File: config.mk
export PLATFORM = sky130hd
export DESIGN_NAME = dbgprt_top
export DESIGN_NICKNAME = d
export VERILOG_FILES = /design/src/core/dbgprt_pkg.sv /design/src/core/dbgprt_top.sv /design/src/core/dbgprt_sync.sv
export SDC_FILE = /design/constraint.sdc
export NUM_CORES = 1
export LEC_CHECK = 0
export ABC_AREA = 1
export BUFFER_PORTS_ARGS = -buffer_cell sky130_fd_sc_hd__buf_2
export CORE_MARGIN = 2
export CORE_UTILIZATION = 48
export DETAILED_ROUTE_END_ITERATION = 10
export PLACE_DENSITY = 0.69
export SLEW_MARGIN = 10
export SYNTH_ARGS = -nofsm -noshare
export SYNTH_HDL_FRONTEND = slang
export SYNTH_SLANG_ARGS = --single-unit
File: constraint.sdc
create_clock -name ref_clk -period 1.21 [get_ports ref_clk]
set_input_delay 0.1815 -clock ref_clk [delete_from_list [all_inputs] [get_ports ref_clk]]
set_output_delay 0.1815 -clock ref_clk [all_outputs]
set_load 0.05 [all_outputs]
File: src/core/dbgprt_pkg.sv
// Package of constants for the debug port reset and interrupt control block
package dbgprt_pkg;
    localparam int          IR_LEN        = 16;
    localparam logic [15:0] IR_RESET_VAL  = 16'hcffd;
    localparam logic [15:0] IR_CAPTURE    = 16'h00fd;
    localparam logic [3:0]  CMD_RST_NEG   = 4'h6;
    localparam logic [3:0]  CMD_RST_ASSERT = 4'h7;
    localparam logic [7:0]  CMD_EDGE_SW   = 8'h9c;
    localparam logic [3:0]  CMD_IRQ       = 4'hb;
    localparam logic [3:0]  CMD_BYPASS    = 4'hf;
    localparam logic [3:0]  IRQ_LEVEL     = 4'hf;
    localparam int          CMD_HI        = 15;
    localparam int          CMD_NIB_LO    = 12;
    localparam int          CMD_BYTE_LO   = 8;
    typedef enum logic [3:0] {
        TLR, RTI, SEL_DR, CAP_DR, SH_DR, EX1_DR, PA_DR, EX2_DR, UPD_DR,
        SEL_IR, CAP_IR, SH_IR, EX1_IR, PA_IR, EX2_IR, UPD_IR
    } dbgprt_tap_t;
endpackage

File: src/core/dbgprt_top.sv
// Debug port: test access controller, reset combining, debug interrupt
module dbgprt_top (
    input  wire logic       ref_clk,
    input  wire logic       rst,
    input  wire logic       tck,
    input  wire logic       tms,
    input  wire logic       tdi,
    input  wire logic       trstN,
    input  wire logic       chipResetN,
    input  wire logic       emulatorModeSelectN,
    input  wire logic       sleepMode,
    input  wire logic       swStandby,
    input  wire logic       moduleStandby,
    input  wire logic       irqAck,
    output logic            tdo,
    output logic            tdoOe,
    output logic            powerOnReset,
    output logic            debugUnitReset,
    output logic            resetHold,
    output logic            cpuRun,
    output logic            irqReq,
    output logic [3:0]      irqLevel
);
    // ****************************************************************
    // Pin synchronisation
    // ****************************************************************
    logic [5:0] pinSync;
    dbgprt_sync #(.WIDTH(6)) u_sync (
        .ref_clk (ref_clk),
        .rst     (rst),
        .asyncIn ({tck, tms, tdi, trstN, chipResetN, emulatorModeSelectN}),
        .syncOut (pinSync)
    );
    logic tckS, tmsS, tdiS, trstNS, chipRstNS, emuSelNS;
    assign {tckS, tmsS, tdiS, trstNS, chipRstNS, emuSelNS} = pinSync;

    logic tckPrev_ff;
    logic tckRise, tckFall;
    logic standby;
    logic tapReset;
    // Edge detect works on the second flop only
    always_ff @(posedge ref_clk) begin
        if (rst) begin
            tckPrev_ff <= 1'b1;
        end else begin
            tckPrev_ff <= tckS;
        end
    end
    assign standby = swStandby | moduleStandby;
    // Standby freezes the controller: no edges are honoured
    assign tckRise = tckS & ~tckPrev_ff & ~standby;
    assign tckFall = ~tckS & tckPrev_ff & ~standby;
    assign tapReset = ~trstNS;

    // ****************************************************************
    // Reset combining and reset hold
    // ****************************************************************
    logic emuMode_ff;
    logic hold_ff;
    logic dbgRstCmd_ff;
    // Mode strap is caught while the chip reset pin is low
    always_ff @(posedge ref_clk) begin
        if (rst) begin
            emuMode_ff <= 1'b0;
        end else if (!chipRstNS) begin
            emuMode_ff <= ~emuSelNS;
        end
    end

    // Hold is left only through a power-on reset
    always_ff @(posedge ref_clk) begin
        if (rst) begin
            hold_ff <= 1'b0;
        end else if (!chipRstNS) begin
            hold_ff <= 1'b0;
        end else if (emuMode_ff && !trstNS) begin
            hold_ff <= 1'b1;
        end
    end
    assign powerOnReset   = ~chipRstNS | dbgRstCmd_ff;
    assign debugUnitReset = tapReset;
    assign resetHold      = hold_ff;
    assign cpuRun         = ~powerOnReset & ~hold_ff;

    // ****************************************************************
    // Test access controller state
    // ****************************************************************
    dbgprt_pkg::dbgprt_tap_t state_ff, nxt_state;
    // Next state follows mode select sampled at the rising edge
    always_comb begin
        nxt_state = state_ff;
        case (state_ff)
            dbgprt_pkg::TLR:    nxt_state = tmsS ? dbgprt_pkg::TLR    : dbgprt_pkg::RTI;
            dbgprt_pkg::RTI:    nxt_state = tmsS ? dbgprt_pkg::SEL_DR : dbgprt_pkg::RTI;
            dbgprt_pkg::SEL_DR: nxt_state = tmsS ? dbgprt_pkg::SEL_IR : dbgprt_pkg::CAP_DR;
            dbgprt_pkg::CAP_DR: nxt_state = tmsS ? dbgprt_pkg::EX1_DR : dbgprt_pkg::SH_DR;
            dbgprt_pkg::SH_DR:  nxt_state = tmsS ? dbgprt_pkg::EX1_DR : dbgprt_pkg::SH_DR;
            dbgprt_pkg::EX1_DR: nxt_state = tmsS ? dbgprt_pkg::UPD_DR : dbgprt_pkg::PA_DR;
            dbgprt_pkg::PA_DR:  nxt_state = tmsS ? dbgprt_pkg::EX2_DR : dbgprt_pkg::PA_DR;
            dbgprt_pkg::EX2_DR: nxt_state = tmsS ? dbgprt_pkg::UPD_DR : dbgprt_pkg::SH_DR;
            dbgprt_pkg::UPD_DR: nxt_state = tmsS ? dbgprt_pkg::SEL_DR : dbgprt_pkg::RTI;
            dbgprt_pkg::SEL_IR: nxt_state = tmsS ? dbgprt_pkg::TLR    : dbgprt_pkg::CAP_IR;
            dbgprt_pkg::CAP_IR: nxt_state = tmsS ? dbgprt_pkg::EX1_IR : dbgprt_pkg::SH_IR;
            dbgprt_pkg::SH_IR:  nxt_state = tmsS ? dbgprt_pkg::EX1_IR : dbgprt_pkg::SH_IR;
            dbgprt_pkg::EX1_IR: nxt_state = tmsS ? dbgprt_pkg::UPD_IR : dbgprt_pkg::PA_IR;
            dbgprt_pkg::PA_IR:  nxt_state = tmsS ? dbgprt_pkg::EX2_IR : dbgprt_pkg::PA_IR;
            dbgprt_pkg::EX2_IR: nxt_state = tmsS ? dbgprt_pkg::UPD_IR : dbgprt_pkg::SH_IR;
            dbgprt_pkg::UPD_IR: nxt_state = tmsS ? dbgprt_pkg::SEL_DR : dbgprt_pkg::RTI;
            default:            nxt_state = dbgprt_pkg::TLR;
        endcase
    end

    always_ff @(posedge ref_clk) begin
        if (rst || tapReset) begin
            state_ff <= dbgprt_pkg::TLR;
        end else if (tckRise) begin
            state_ff <= nxt_state;
        end
    end

    // ****************************************************************
    // Shift paths: sample on rise, shift on fall
    // ****************************************************************
    logic                         tdiSample_ff;
    logic [dbgprt_pkg::IR_LEN-1:0] irShift_ff;
    logic [dbgprt_pkg::IR_LEN-1:0] instr_ff;
    logic                         bypass_ff;
    logic                         inShiftIr, inShiftDr;
    logic                         irPend_ff, drPend_ff;
    assign inShiftIr = (state_ff == dbgprt_pkg::SH_IR);
    assign inShiftDr = (state_ff == dbgprt_pkg::SH_DR);

    // A bit sampled on a rise in a shift state moves in at the next fall,
    // so the last bit, sampled as the controller leaves shift, is not lost
    always_ff @(posedge ref_clk) begin
        if (rst || tapReset) begin
            irPend_ff <= 1'b0;
            drPend_ff <= 1'b0;
        end else if (tckRise) begin
            irPend_ff <= inShiftIr;
            drPend_ff <= inShiftDr;
        end else if (tckFall) begin
            irPend_ff <= 1'b0;
            drPend_ff <= 1'b0;
        end
    end

    always_ff @(posedge ref_clk) begin
        if (rst) begin
            tdiSample_ff <= 1'b0;
        end else if (tckRise) begin
            tdiSample_ff <= tdiS;
        end
    end

    // Capture loads fixed pattern; shifting happens on the falling edge
    always_ff @(posedge ref_clk) begin
        if (rst) begin
            irShift_ff <= dbgprt_pkg::IR_CAPTURE;
        end else if (tckFall && state_ff == dbgprt_pkg::CAP_IR) begin
            irShift_ff <= dbgprt_pkg::IR_CAPTURE;
        end else if (tckFall && irPend_ff) begin
            irShift_ff <= {tdiSample_ff, irShift_ff[dbgprt_pkg::IR_LEN-1:1]};
        end
    end

    always_ff @(posedge ref_clk) begin
        if (rst) begin
            bypass_ff <= 1'b0;
        end else if (tckFall && drPend_ff) begin
            bypass_ff <= tdiSample_ff;
        end
    end

    // Instruction persists until the next Update-IR or test-logic-reset
    always_ff @(posedge ref_clk) begin
        if (rst || tapReset || state_ff == dbgprt_pkg::TLR) begin
            instr_ff <= dbgprt_pkg::IR_RESET_VAL;
        end else if (tckFall && state_ff == dbgprt_pkg::UPD_IR) begin
            instr_ff <= irShift_ff;
        end
    end

    logic [3:0] cmdNib;
    logic [7:0] cmdByte;
    logic       updPulse_ff;
    assign cmdNib  = instr_ff[dbgprt_pkg::CMD_HI:dbgprt_pkg::CMD_NIB_LO];
    assign cmdByte = instr_ff[dbgprt_pkg::CMD_HI:dbgprt_pkg::CMD_BYTE_LO];

    // One-cycle marker that a fresh instruction was just loaded
    always_ff @(posedge ref_clk) begin
        if (rst) begin
            updPulse_ff <= 1'b0;
        end else begin
            // Reloading the standing command changes nothing
            updPulse_ff <= tckFall && state_ff == dbgprt_pkg::UPD_IR && !tapReset
                           && irShift_ff != instr_ff;
        end
    end

    // ****************************************************************
    // Output edge selection and data output
    // ****************************************************************
    logic riseEdge_ff;
    logic tdo_ff;
    logic tdoOe_ff;
    logic shiftBit;
    // Cleared only when test reset coincides with power-on reset
    always_ff @(posedge ref_clk) begin
        if (rst || (tapReset && !chipRstNS)) begin
            riseEdge_ff <= 1'b0;
        end else if (updPulse_ff && cmdByte == dbgprt_pkg::CMD_EDGE_SW) begin
            riseEdge_ff <= 1'b1;
        end
    end

    // A fall that also shifts shows the bit that the shift brings forward
    assign shiftBit = inShiftIr ? (irPend_ff ? irShift_ff[1] : irShift_ff[0])
                    : (cmdNib == dbgprt_pkg::CMD_BYPASS)
                    ? (drPend_ff ? tdiSample_ff : bypass_ff) : 1'b0;

    // Output is launched on whichever edge is selected
    always_ff @(posedge ref_clk) begin
        if (rst) begin
            tdo_ff   <= 1'b0;
            tdoOe_ff <= 1'b0;
        end else if (riseEdge_ff ? tckRise : tckFall) begin
            tdo_ff   <= shiftBit;
            tdoOe_ff <= inShiftIr | inShiftDr;
        end else if (!(inShiftIr || inShiftDr)) begin
            tdoOe_ff <= 1'b0;
        end
    end
    assign tdo   = tdo_ff;
    assign tdoOe = tdoOe_ff;

    // ****************************************************************
    // Debug reset command and debug interrupt
    // ****************************************************************
    always_ff @(posedge ref_clk) begin
        if (rst) begin
            dbgRstCmd_ff <= 1'b0;
        end else if (updPulse_ff && cmdNib == dbgprt_pkg::CMD_RST_ASSERT) begin
            dbgRstCmd_ff <= 1'b1;
        end else if (updPulse_ff && cmdNib == dbgprt_pkg::CMD_RST_NEG) begin
            dbgRstCmd_ff <= 1'b0;
        end
    end

    logic irqPend_ff;
    // A new interrupt command raises the request; acknowledge set loses to a new load
    always_ff @(posedge ref_clk) begin
        if (rst || powerOnReset) begin
            irqPend_ff <= 1'b0;
        end else if (updPulse_ff && cmdNib == dbgprt_pkg::CMD_IRQ) begin
            irqPend_ff <= 1'b1;
        end else if (irqAck) begin
            irqPend_ff <= 1'b0;
        end
    end
    // Masked in software standby, passes in sleep
    assign irqReq   = irqPend_ff & ~swStandby;
    assign irqLevel = dbgprt_pkg::IRQ_LEVEL;
endmodule

File: src/core/dbgprt_sync.sv
// Two-flop synchroniser bank for pins entering the ref_clk domain
module dbgprt_sync #(
    parameter int WIDTH = 1
) (
    input  wire logic             ref_clk,
    input  wire logic             rst,
    input  wire logic [WIDTH-1:0] asyncIn,
    output logic      [WIDTH-1:0] syncOut
);
    logic [WIDTH-1:0] meta_ff;
    logic [WIDTH-1:0] sync_ff;

    // One generate instance per bit keeps each path independent
    for (genvar i = 0; i < WIDTH; i++) begin : g_bit
        always_ff @(posedge ref_clk) begin
            if (rst) begin
                meta_ff[i] <= 1'b0;
                sync_ff[i] <= 1'b0;
            end else begin
                meta_ff[i] <= asyncIn[i];
                sync_ff[i] <= meta_ff[i];
            end
        end
    end
    assign syncOut = sync_ff;
endmodule

==> flow_summary.json <==
{
  "run_status": "complete, but fails checks",
  "violated_checks": "negative setup slack",
  "worstSetupStartpointType": "flip-flop",
  "synth_sequential_area_ratio": 0.442,
  "synth.cells.most_frequent": "nand2_1 (81), dfxtp_1 (61), inv_1 (49)",
  "post_drt_wl_per_cell_um": 12.8,
  "rsz0062_at_grt": "yes",
  "power.share.sequential": 0.452,
  "min_period_ns": 1.23,
  "leakage_nw": 1.74,
  "synthesis.area_per_instance_um2": 7.47,
  "async_flop_share": 0,
  "antenna_found_initial": 0,
  "power.switching_fraction": 0.217,
  "end_kind": "flip-flop",
  "post_synth_num_cell_types": 35,
  "timing.fmax_ghz": 0.811,
  "critical_path.cell_chain": "nor2_2 > buf_4 > nand2_1 > o21ai_0 > nand2_1 > nand3b_1 > nand2_1 > a21oi_1",
  "worstSetupPathType": "reg2reg",
  "layout-area-overhead-vs-synth_pct": 40.2,
  "p_int_mw": 3.53,
  "first_pass_iters": 4,
  "synth_top_area_share": 0.442,
  "peakVddDrop_v": 0.00139,
  "arrival_ns": 1.50,
  "global_route.overflow_total": 0,
  "p_per_area_mw_per_mm2": 1160,
  "fin_skew_ns": 0.00672,
  "comb_power_frac": 0.047,
  "regToRegSetupSlack_ns": -0.02,
  "detail_route.drc_violations": 0,
  "clock_tree.buffer_depth": 2,
  "number_of_synthesized_register_bits": 61,
  "timing.hold.worst.class": "in2reg",
  "critical_path.max_stage_delay_ns": 0.37,
  "start_util": 0.499,
  "yosys_warnings": 0,
  "nNetsFinal": 454,
  "drive_above_1_share": 0.400,
  "cts_tree": "yes",
  "routed_wl_mm": 6.67,
  "io_pins": 23,
  "final.period_utilization": 1.02,
  "ant_nets": 0,
  "crit_path_max_fanout": 5,
  "die_height_um": 79.9,
  "coreArea_mm2": 0.00554,
  "row_count": 27,
  "synth_area_leaders": "dfxtp_1 (44%), nand2_1 (11%), inv_1 (6.7%)",
  "synth_flop_cell": "dfxtp_1",
  "clkPwrFrac": 0.501,
  "synth-edff-count": 0,
  "cts_root_buf": "clkbuf_8",
  "grt_start_max_net_pins": 25,
  "dr.first_iter.drc_count": 154,
  "worst_ep_required_time_ns": 1.48,
  "die_area_mm2": 0.00638,
  "utilization": 0.700,
  "critPathMostFrequentCell": "nand2_1",
  "ctsHtreeMaxLevel": 3,
  "clk_transition_reported_paths_ns": 0.07,
  "post_synth_instance_area_mm2": 0.00277,
  "final.fill_count": 438,
  "diodes": 0,
  "synth_top_cell_by_area": "dfxtp_1",
  "drv.max_cap_violation_count": 0,
  "floorplan.die.width_um": 79.9,
  "final_estimated_routing_congestion_in_global_placement": 0.967,
  "design_power_mw": 4.51,
  "cts-hold-fix-buffers": 0,
  "vias_per_cell": 5.03,
  "clock-sinks": 61,
  "cts_made_buffers": 9,
  "cp_slowest_cell": "dfxtp_4",
  "power_switching_uw": 978,
  "slew_viol_final": 0,
  "rr_startpoint": "state_ff[2]$_SDFFE_PP0P_",
  "setup_slack_ns": -0.0224,
  "number_of_buffer_cells_added_on_primary_ports": 17,
  "setup_viol_count_final": 6,
  "grt_first_pass_wirelength_mm": 10.8,
  "finalHoldViolCount": 0,
  "num_vias": 2608,
  "hpwlAfterDp_mm": 4.29,
  "hold_start": "emulatorModeSelectN",
  "top_count_cell_post_synth": "nand2_1",
  "grt_pass1_vias": 2416,
  "clock_latency_late_sink_ns": 0.33,
  "gr-usage-all-layers": 0.216,
  "timing.critical_path.from": "state_ff[2]$_SDFFE_PP0P_",
  "post_synth_inst_count": 370
}
==> cell type report <==
class / count / area, um2 / share of cell area
inverter: 53 / 223 / 0.0575
multi-input combinational: 246 / 1470 / 0.378
clock buffer: 11 / 141 / 0.0365
tap: 72 / 90.1 / 0.0232
clock inverter: 5 / 106 / 0.0274
sequential: 61 / 1250 / 0.323
timing repair buffer: 71 / 597 / 0.154
==> cell usage in the layout (no fill, tap or decap), types with 6 or more instances in the layout <==
| cell | instances |
|---|---|
| a21oi_1 | 20 |
| a21oi_2 | 8 |
| buf_2 | 12 |
| buf_4 | 42 |
| buf_6 | 13 |
| clkbuf_8 | 10 |
| dfxtp_1 | 46 |
| dfxtp_2 | 10 |
| inv_1 | 33 |
| inv_2 | 12 |
| nand2_1 | 73 |
| nand2_2 | 6 |
| nand3_1 | 13 |
| nand3_2 | 11 |
| nor2_1 | 31 |
| nor2_4 | 8 |
| o21ai_0 | 13 |
| o21ai_1 | 7 |
| xnor2_1 | 12 |
==> power by group through the flow <==
stage	logic [mW]	clock network (mW)	registers [mW]
final	0.214	2.26	2.04
after global routing	0.232	2.37	2.04
after CTS	0.216	2.29	2.04
after detailed placement	0.182	0	2.09
after global placement	0.180	0	2.09
after floorplan	0.128	0	2.10
==> final timing paths <==
check	endpoint	cells after the start
setup reg to reg	state_ff[3]$_SDFFE_PP0P_	8
setup / recovery	state_ff[3]$_SDFFE_PP0P_	8
hold reg to reg	u_sync.syncOut[5]$_SDFF_PP0_	2
hold / removal	u_sync.meta_ff[0]$_SDFF_PP0_	3
==> per-layer routing <==
| metal | global-route usage | part of all wire |
|---|---|---|
| met1 | 0.265 | 0.45 |
| met5 | 0 | 0 |
| met3 | 0.0464 | 0.043 |
| met4 | 0.0864 | 0.017 |
| met2 | 0.368 | 0.49 |
==> through the flow <==
step | TNS [ns] | hold WS [ns] | cell area [um2] | cells | worst slack [ns]
6_report | -0.0848 | 0.0396 | 3880 | 519 | -0.0224
5_1_grt | -1.31 | 0.0469 | 3880 | 519 | -0.101
4_1_cts | -0.507 | 0.0316 | 3630 | 512 | -0.0436
3_5_place_dp | -2.20 | 0.388 | 3210 | 488 | -0.117
3_3_place_gp | -1.14 | 0.382 | 3210 | 488 | -0.0871
2_1_floorplan | -1.80 | 0.288 | 2810 | 373 | -0.148
==> logic make-up (layout without fill, tap and decap cells) <==
group / after synthesis / count (layout) / synth area share
AOI/OAI and AO/OA: 66 / 66 / 0.141
and+or+nand+nor: 164 / 164 / 0.268
buffers and inverters: 66 / 140 / 0.110
DFF: 61 / 61 / 0.442
xor gates and xnor gates: 12 / 12 / 0.0380
other: 1 / 4 / 0.00136
==> sequential cells by signal, indices dropped and copies added (netlist names), 4 cells and up <==
signal and flops:
instr_ff 16, irShift_ff 16, state_ff 4, u_sync.meta_ff 6
u_sync.syncOut 6
==> critical path, delay by kind of cell (launching register included) <==
| family | cells | cell delay [ns] |
|---|---|---|
| and+or+nand+nor | 5 | 0.43 |
| AOI/OAI and AO/OA | 2 | 0.21 |
| DFF | 1 | 0.37 |
| buffers and inverters | 1 | 0.14 |
==> what timing repair did <==
action / CTS / global route
buffers inserted: 7 / 8
pin swaps: 5 / 14
gates resized for setup: 46 / 74
cloned: 1 / 0
endpoints found under the setup margin: 43 / 44
Power figures use the tool's default switching activity.
